File: src/verilog/tcc_pkg.sv
// tcc_pkg: constants and types for the timer capture/compare/pwm channel block
// assumes a single 50 MHz bus clock and plain control ports, no register bus
package tcc_pkg;
  localparam int CNT_W = 16;
  localparam int PS_W = 3;
  localparam logic [15:0] MOD_RESET = 16'hffff;
  localparam logic [15:0] CNT_RESET = 16'h0000;
  localparam logic [6:0] DIV_RESET = 7'h00;
  localparam logic [2:0] PS_MAX = 3'h6;
  // channel mode from mode_sel_b:mode_sel_a
  typedef enum logic [1:0] {
    TCC_MODE_CAPTURE = 2'b00,
    TCC_MODE_COMPARE = 2'b01,
    TCC_MODE_BUFFERED = 2'b10,
    TCC_MODE_BUF_ALT = 2'b11
  } tcc_mode_type;
  // edge/level select b:a
  localparam logic [1:0] ELS_OFF = 2'b00;
  localparam logic [1:0] ELS_RISE_TOGGLE = 2'b01;
  localparam logic [1:0] ELS_FALL_CLEAR = 2'b10;
  localparam logic [1:0] ELS_BOTH_SET = 2'b11;
endpackage : tcc_pkg

File: src/verilog/tcc_channel.sv
// tcc_channel: one capture/compare channel pin path
// assumes counter, tick and overflow come from the same clock domain
`timescale 1ns/1ps
`default_nettype none
module tcc_channel (
  input wire logic clk,
  input wire logic resetn,
  input wire logic tick,
  input wire logic overflow,
  input wire logic [15:0] counter,
  input wire logic [15:0] compare_value,
  input wire logic capture_mode,
  input wire logic active,
  input wire logic [1:0] edge_level_select,
  input wire logic toggle_on_overflow,
  input wire logic max_duty,
  input wire logic pin_in,
  output logic pin_out,
  output logic capture_pulse,
  output logic compare_pulse
);
  logic [2:0] sync;
  logic rise;
  logic fall;
  logic hit;

  always_ff @(posedge clk or negedge resetn) begin
    if (!resetn) begin
      sync <= 3'h0;
    end else begin
      sync <= {sync[1:0], pin_in};
    end
  end

  // change counts once stages two and three differ
  assign rise = sync[1] & ~sync[2];
  assign fall = ~sync[1] & sync[2];
  // match checked only on counter ticks, so a passed value waits a period
  assign hit = tick & (counter == compare_value);

  always_ff @(posedge clk or negedge resetn) begin
    if (!resetn) begin
      capture_pulse <= 1'b0;
    end else begin
      capture_pulse <= active & capture_mode &
        ((edge_level_select[0] & rise) | (edge_level_select[1] & fall));
    end
  end

  always_ff @(posedge clk or negedge resetn) begin
    if (!resetn) begin
      compare_pulse <= 1'b0;
    end else begin
      compare_pulse <= active & ~capture_mode & hit;
    end
  end

  always_ff @(posedge clk or negedge resetn) begin
    if (!resetn) begin
      pin_out <= 1'b0;
    end else if (!active || capture_mode) begin
      pin_out <= 1'b0;
    end else if (tick && overflow && toggle_on_overflow) begin
      // toggle at modulo; max duty keeps pin on when edge_level_select[0] is clear, else still toggles
      pin_out <= max_duty ? ~edge_level_select[0] | ~pin_out : ~pin_out;
    end else if (hit && !max_duty) begin
      unique case (edge_level_select)
        tcc_pkg::ELS_RISE_TOGGLE: pin_out <= ~pin_out;
        tcc_pkg::ELS_FALL_CLEAR: pin_out <= 1'b0;
        tcc_pkg::ELS_BOTH_SET: pin_out <= 1'b1;
        tcc_pkg::ELS_OFF: pin_out <= pin_out;
      endcase
    end
  end
endmodule : tcc_channel
`default_nettype wire

File: src/verilog/tcc_top.sv
// tcc_top: 16-bit timer counter, prescaler and two capture/compare channels
// assumes software drives control ports synchronously to CLK
`timescale 1ns/1ps
`default_nettype none
module tcc_top (
  input wire logic CLK,
  input wire logic RESETN,
  input wire logic COUNTER_STOP,
  input wire logic COUNTER_RESET,
  input wire logic [2:0] PRESCALE_SELECT,
  input wire logic [15:0] MODULO,
  input wire logic [15:0] WRITE_DATA,
  input wire logic CH0_VALUE_WRITE,
  input wire logic CH1_VALUE_WRITE,
  input wire logic [1:0] CH0_MODE,
  input wire logic [1:0] CH1_MODE,
  input wire logic [1:0] CH0_EDGE_LEVEL,
  input wire logic [1:0] CH1_EDGE_LEVEL,
  input wire logic CH0_TOGGLE_ON_OVERFLOW,
  input wire logic CH1_TOGGLE_ON_OVERFLOW,
  input wire logic CH0_MAX_DUTY,
  input wire logic CH1_MAX_DUTY,
  input wire logic CH0_IRQ_ENABLE,
  input wire logic CH1_IRQ_ENABLE,
  input wire logic CH0_FLAG_CLEAR,
  input wire logic CH1_FLAG_CLEAR,
  input wire logic CHANNEL0_PIN_IN,
  input wire logic CHANNEL1_PIN_IN,
  output logic CHANNEL0_PIN_OUT,
  output logic CHANNEL0_PIN_OE,
  output logic CHANNEL1_PIN_OUT,
  output logic CHANNEL1_PIN_OE,
  output logic [15:0] COUNTER,
  output logic [15:0] CH0_VALUE,
  output logic [15:0] CH1_VALUE,
  output logic CH0_FLAG,
  output logic CH1_FLAG,
  output logic CH0_IRQ,
  output logic CH1_IRQ,
  output logic OVERFLOW_EVENT,
  output logic ACTIVE_PAIR
);
  logic [6:0] divider;
  logic tick;
  logic at_modulo;
  logic [15:0] next_count;
  logic link_mode_bit;
  logic pending_pair;
  logic pending_swap;
  logic [15:0] active_value;
  logic ch0_pin;
  logic ch1_pin;
  logic ch0_cap;
  logic ch1_cap;
  logic ch0_cmp;
  logic ch1_cmp;
  logic ch0_event;
  logic ch1_event;

  function automatic logic is_output(input logic [1:0] mode, input logic [1:0] els);
    is_output = (mode != tcc_pkg::TCC_MODE_CAPTURE) && (els != tcc_pkg::ELS_OFF);
  endfunction : is_output

  // channel 0 mode b set links the pair
  assign link_mode_bit = CH0_MODE[1];
  assign at_modulo = (COUNTER == MODULO);

  // seven rates: divide by 1,2,4,...,64
  always_ff @(posedge CLK or negedge RESETN) begin
    if (!RESETN) begin
      divider <= tcc_pkg::DIV_RESET;
    end else if (COUNTER_RESET) begin
      divider <= tcc_pkg::DIV_RESET;
    end else if (!COUNTER_STOP) begin
      divider <= divider + 7'h01;
    end
  end

  always_comb begin
    unique case (PRESCALE_SELECT)
      3'h0: tick = 1'b1;
      3'h1: tick = divider[0];
      3'h2: tick = &divider[1:0];
      3'h3: tick = &divider[2:0];
      3'h4: tick = &divider[3:0];
      3'h5: tick = &divider[4:0];
      3'h6: tick = &divider[5:0];
      default: tick = &divider[5:0];
    endcase
    tick = tick & ~COUNTER_STOP & ~COUNTER_RESET;
  end

  // count entered on this tick; wrap at modulo gives modulo plus one
  assign next_count = at_modulo ? tcc_pkg::CNT_RESET : COUNTER + 16'h0001;

  always_ff @(posedge CLK or negedge RESETN) begin
    if (!RESETN) begin
      COUNTER <= tcc_pkg::CNT_RESET;
    end else if (COUNTER_RESET) begin
      COUNTER <= tcc_pkg::CNT_RESET;
    end else if (tick) begin
      COUNTER <= next_count;
    end
  end

  always_ff @(posedge CLK or negedge RESETN) begin
    if (!RESETN) begin
      OVERFLOW_EVENT <= 1'b0;
    end else begin
      OVERFLOW_EVENT <= tick & at_modulo;
    end
  end

  // capture wins over software write of the same pair
  always_ff @(posedge CLK or negedge RESETN) begin
    if (!RESETN) begin
      CH0_VALUE <= tcc_pkg::CNT_RESET;
    end else if (ch0_cap) begin
      CH0_VALUE <= COUNTER;
    end else if (CH0_VALUE_WRITE) begin
      CH0_VALUE <= WRITE_DATA;
    end
  end

  always_ff @(posedge CLK or negedge RESETN) begin
    if (!RESETN) begin
      CH1_VALUE <= tcc_pkg::CNT_RESET;
    end else if (ch1_cap && !link_mode_bit) begin
      CH1_VALUE <= COUNTER;
    end else if (CH1_VALUE_WRITE) begin
      CH1_VALUE <= WRITE_DATA;
    end
  end

  // remember last written pair, swap at overflow
  always_ff @(posedge CLK or negedge RESETN) begin
    if (!RESETN) begin
      pending_pair <= 1'b0;
      pending_swap <= 1'b0;
    end else if (!link_mode_bit) begin
      pending_pair <= 1'b0;
      pending_swap <= 1'b0;
    end else if (CH1_VALUE_WRITE) begin
      pending_pair <= 1'b1;
      pending_swap <= 1'b1;
    end else if (CH0_VALUE_WRITE) begin
      pending_pair <= 1'b0;
      pending_swap <= 1'b1;
    end
  end

  always_ff @(posedge CLK or negedge RESETN) begin
    if (!RESETN) begin
      ACTIVE_PAIR <= 1'b0;
    end else if (!link_mode_bit) begin
      ACTIVE_PAIR <= 1'b0;
    end else if (tick && at_modulo && pending_swap) begin
      ACTIVE_PAIR <= pending_pair;
    end
  end

  // writes to the active pair act at once, as unbuffered
  assign active_value = (link_mode_bit && ACTIVE_PAIR) ? CH1_VALUE : CH0_VALUE;

  tcc_channel u_ch0 (
    .clk(CLK),
    .resetn(RESETN),
    .tick(tick),
    .overflow(at_modulo),
    // compare acts as the count is entered, like the wrap toggle
    .counter(next_count),
    .compare_value(active_value),
    .capture_mode(CH0_MODE == tcc_pkg::TCC_MODE_CAPTURE),
    .active(1'b1),
    .edge_level_select(CH0_EDGE_LEVEL),
    .toggle_on_overflow(CH0_TOGGLE_ON_OVERFLOW),
    .max_duty(CH0_MAX_DUTY),
    .pin_in(CHANNEL0_PIN_IN),
    .pin_out(ch0_pin),
    .capture_pulse(ch0_cap),
    .compare_pulse(ch0_cmp)
  );

  // channel 1 idle while linked
  tcc_channel u_ch1 (
    .clk(CLK),
    .resetn(RESETN),
    .tick(tick),
    .overflow(at_modulo),
    .counter(next_count),
    .compare_value(CH1_VALUE),
    .capture_mode(CH1_MODE == tcc_pkg::TCC_MODE_CAPTURE),
    .active(~link_mode_bit),
    .edge_level_select(CH1_EDGE_LEVEL),
    .toggle_on_overflow(CH1_TOGGLE_ON_OVERFLOW),
    .max_duty(CH1_MAX_DUTY),
    .pin_in(CHANNEL1_PIN_IN),
    .pin_out(ch1_pin),
    .capture_pulse(ch1_cap),
    .compare_pulse(ch1_cmp)
  );

  assign ch0_event = ch0_cap | ch0_cmp;
  assign ch1_event = ch1_cap | ch1_cmp;

  // set wins over clear
  always_ff @(posedge CLK or negedge RESETN) begin
    if (!RESETN) begin
      CH0_FLAG <= 1'b0;
      CH1_FLAG <= 1'b0;
    end else begin
      CH0_FLAG <= ch0_event | (CH0_FLAG & ~CH0_FLAG_CLEAR);
      CH1_FLAG <= ch1_event | (CH1_FLAG & ~CH1_FLAG_CLEAR);
    end
  end

  always_ff @(posedge CLK or negedge RESETN) begin
    if (!RESETN) begin
      CH0_IRQ <= 1'b0;
      CH1_IRQ <= 1'b0;
    end else begin
      CH0_IRQ <= CH0_IRQ_ENABLE & (ch0_event | (CH0_FLAG & ~CH0_FLAG_CLEAR));
      CH1_IRQ <= CH1_IRQ_ENABLE & (ch1_event | (CH1_FLAG & ~CH1_FLAG_CLEAR));
    end
  end

  always_ff @(posedge CLK or negedge RESETN) begin
    if (!RESETN) begin
      CHANNEL0_PIN_OUT <= 1'b0;
      CHANNEL0_PIN_OE <= 1'b0;
      CHANNEL1_PIN_OUT <= 1'b0;
      CHANNEL1_PIN_OE <= 1'b0;
    end else begin
      CHANNEL0_PIN_OUT <= ch0_pin;
      CHANNEL0_PIN_OE <= is_output(CH0_MODE, CH0_EDGE_LEVEL);
      CHANNEL1_PIN_OUT <= ch1_pin;
      CHANNEL1_PIN_OE <= ~link_mode_bit & is_output(CH1_MODE, CH1_EDGE_LEVEL);
    end
  end
endmodule : tcc_top
`default_nettype wire

File: config.mk
export PLATFORM = sky130hd
export DESIGN_NAME = tcc_top
export DESIGN_NICKNAME = d
export VERILOG_FILES = /design/src/verilog/tcc_pkg.sv /design/src/verilog/tcc_channel.sv /design/src/verilog/tcc_top.sv
export SDC_FILE = /design/constraint.sdc
export NUM_CORES = 1
export LEC_CHECK = 0
export ABC_AREA = 1
export CAP_MARGIN = 20
export CORE_MARGIN = 4
export CORE_UTILIZATION = 65
export DETAILED_ROUTE_END_ITERATION = 8
export DONT_BUFFER_PORTS = 1
export GPL_TIMING_DRIVEN = 0
export PLACE_DENSITY_LB_ADDON = 0.12
export SLEW_MARGIN = 30
export SYNTH_ARGS = -nofsm -noshare
export SYNTH_HDL_FRONTEND = slang
export SYNTH_HIERARCHICAL = 1
export SYNTH_SLANG_ARGS = --single-unit
File: constraint.sdc
create_clock -name CLK -period 2.3 [get_ports CLK]
set_input_delay 0.115 -clock CLK [delete_from_list [all_inputs] [get_ports CLK]]
set_output_delay 0.115 -clock CLK [all_outputs]
set_load 0.03 [all_outputs]
==> impl_metrics.toml <==
[critical_path]
start_kind = "flip-flop"
critPathArrivalTime_ps = 2980
critPathRequiredTime_ps = 2610
worstSetupPathType = "flip-flop to flip-flop"
crit_path_frequent_cell = "nand2_1"
rr_startpoint = "COUNTER[6]$_DFFE_PN0P_"
worstSetupStartpoint = "COUNTER[6]$_DFFE_PN0P_"
setup.worst_path.end_class = "flip-flop"
crit_buf_inv = 3
slowest_delay_ps = 600
path_max_fanout = 7
critical-path-slowest-cell = "dfrtp_2"
cp_cell_sequence = "inv_4, nand2_2, nand2_1, nor2_1, nand2_1, nor2_2, nand2_4, buf_12, nand3b_1, inv_2, nand2_2, nand2_1, nor2_1, nand2_1, nor2_1, nand4_1, nand2_1, nand2_1, nand2_1"
cpLargestDelayFamily = "simple AND/OR/NAND/NOR gates"

[clock_network]
clock_latency_ps = 370
cts_max_level = 3
tritoncts = "built"
clockRootBuffer = "clkbuf_8"
cts_buffer_depth = 2
numCtsBuffers = 9
cts.sink_count = 78
clk_pin_slew_ps = 90

[sta]
min_period_ps = 2670
fin_crit_sh_pct = 116
finClkSkew_ps = 9.40
setup_violations = 4
hold_viol_final = 0
tightest_slew_ps = 622
maxSlewViolCount = 0
rsz0062_at_grt = "true"
max_freq_mhz = 374
slew_headroom_pct = 58.5
layout_setup_ws_ps = -372

[finish]
antenna_cells = 0
layout-area-overhead-vs-synth_pct = 28.5
final_cells = 979
final_util_pct = 86.3
layout.nets = 934
layout-drive-gt1-share_pct = 20.4

[logic_synthesis]
syn_area_um2 = 5250
yosys_most_used_dff = "dfrtp_1"
synth_edf_count = 0
yosys_warnings = 6
synth.avg_cell_area_um2 = 6.67
synth.area.top_cells = "dfrtp_1 (37%), nand2_1 (16%), inv_1 (9.2%)"
synth_top_area_share_pct = 37.2
netlist_instances = 786
ys_seq_area_share_pct = 37.2
ys_types = 38
yosys.area.top_type = "dfrtp_1"
synth-seq-cells = 78
async_reset_ff_share_pct = 100

[power]
total_power_mw = 3.63
p_leak_nw = 3.33
p_per_area_nw_per_um2 = 538
vdd_drop_max_mv = 0.468

[drt]
dr.pass1.iters = 8
wl_per_cell_um = 20.9
via_count = 6135
wl_um = 20400
drtIter0Drc = 806
ant_nets = 0
viasPerCell = 6.27
drcViolationCount = 0

[place]
place_ws_ps = -609
gp_congestion = 1.02
portBuffers = 0
dp_hpwl_um = 12900
dp.cells = 890

[grt]
grt_pass1_wl_um = 29800
first_global_vias = 5805
grt_max_degree = 79
gr-total-overflow = 0
grt.total_usage_pct = 39.7
antenna_found_initial = 0

[min_path]
hp-class = "primary input to flip-flop"
hold_start = "CH0_MODE[1]"

[floorplan]
coreArea_um2 = 7810
initial_core_util_pct = 67.2
io_pins = 117
die-height_um = 97.8
core.rowCount = 32
die_area_um2 = 9570
die_w_um = 97.8

[flow_run]
maxCapViolCount = 0

[outcome]
status = "complete, but fails checks"
violations = "setup timing"
## per-layer routing
metal  GRT usage (%)  up-vias  wire, µm
li1                -     2674         -
met1            48.0     2804      7060
met2            65.8      526      9420
met3            11.6      131      2570
met4            17.6        0      1380
met5               0        -         0
## flip-flops by register name, summed over array words and instances, names as in the netlist, 3 cells and up
signal	count
divider	6
COUNTER	16
CH1_VALUE	16
CH0_VALUE	16
u_ch0/sync	3
u_ch1/sync	3
## repair_timing
action	in CTS	in global routing
hold endpoints to repair	128	2
gates resized for setup	77	60
pin swaps	24	37
gates cloned	1	0
hold buffers	40	1
setup buffers	19	12
endpoints found under the setup margin	4	5
## worst paths after layout
path	end	slack [ps]	cells past startpoint
setup / recovery	u_ch0/pin_out$_DFFE_PN0P_	-370	19
hold / removal	pending_swap$_DFFE_PN0P_	40	2
setup reg to reg	u_ch0/pin_out$_DFFE_PN0P_	-370	19
hold reg to reg	u_ch0/sync[1]$_DFF_PN0_	370	0
max in group asynchronous	COUNTER[0]$_DFFE_PN0P_	1620	2
min in group asynchronous	CH0_VALUE[5]$_DFFE_PN0P_	330	2
## power by group
part / internal (mW) / switching [mW] / total (mW)
Combinational: 0.238 / 0.371 / 0.609
Clock: 0.727 / 0.583 / 1.31
Sequential: 1.45 / 0.256 / 1.71
Total: 2.42 / 1.21 / 3.63
## placed cells by master, fill, tap and decap left out, types with 5 or more instances in the layout
cell type      instances
clkbuf_8               9
nor3_1                23
xor2_1                 5
o21ai_1                6
o221ai_1              16
nor2_4                 9
nor2_1                81
dfrtp_1               62
nand3b_1               5
inv_4                  8
inv_2                 22
o21ai_0               28
a21oi_1               11
buf_4                 28
o22ai_1               28
dlygate4sd3_1         40
dfrtp_2               13
nand2_1              199
xnor2_1                7
inv_1                110
buf_6                  5
nand3_1               33
nand2_2               21
clkbuf_1              10
nor2_2                 9
nand4_1               16
nand3_2                9
## metrics by stage
step	hold slack (ps)	TNS, ps	area, µm²
finish	43.9	-1040	6740
global route	93.7	-1520	6740
CTS	8.93	-487	6430
detailed placement	-178	-2090	5380
global placement	-178	-1670	5380
floorplan	-181	0	5250
## Yosys cell counts, types with 11 or more instances
cell,count
a21oi_1,11
clkbuf_1,11
dfrtp_1,78
inv_1,128
inv_2,13
nand2_1,220
nand3_1,42
nand4_1,16
nor2_1,94
nor3_1,26
o21ai_0,31
o221ai_1,16
o22ai_1,28
xnor2_1,12
## layout make-up
class | count | area, µm²
Buffer | 21 | 134
Tap cell | 102 | 128
Clock inverter | 7 | 120
Fill cell | 437 | 1070
Timing Repair Buffer | 73 | 721
Multi-Input combinational cell | 545 | 2960
Clock buffer | 9 | 124
Sequential cell | 78 | 1980
Inverter | 144 | 571
## kinds of logic after synthesis
group	count (synthesis)	share of synthesized area (%)
flip-flops	78	37.2
adder cells (fa/ha/maj)	3	0.716
XOR/XNOR	18	3.00
other	1	0.0715
buffers and inverters	165	12.4
AO/OA/AOI/OAI	96	11.5
AND/OR/NAND/NOR	425	35.1
## worst reg2reg max path, delay by kind of cell (launching register included)
kind | cells | cell delay, ps
buffers and inverters | 3 | 330
DFF | 1 | 600
and+or+nand+nor | 16 | 1690
Power figures use the tool's default switching activity.
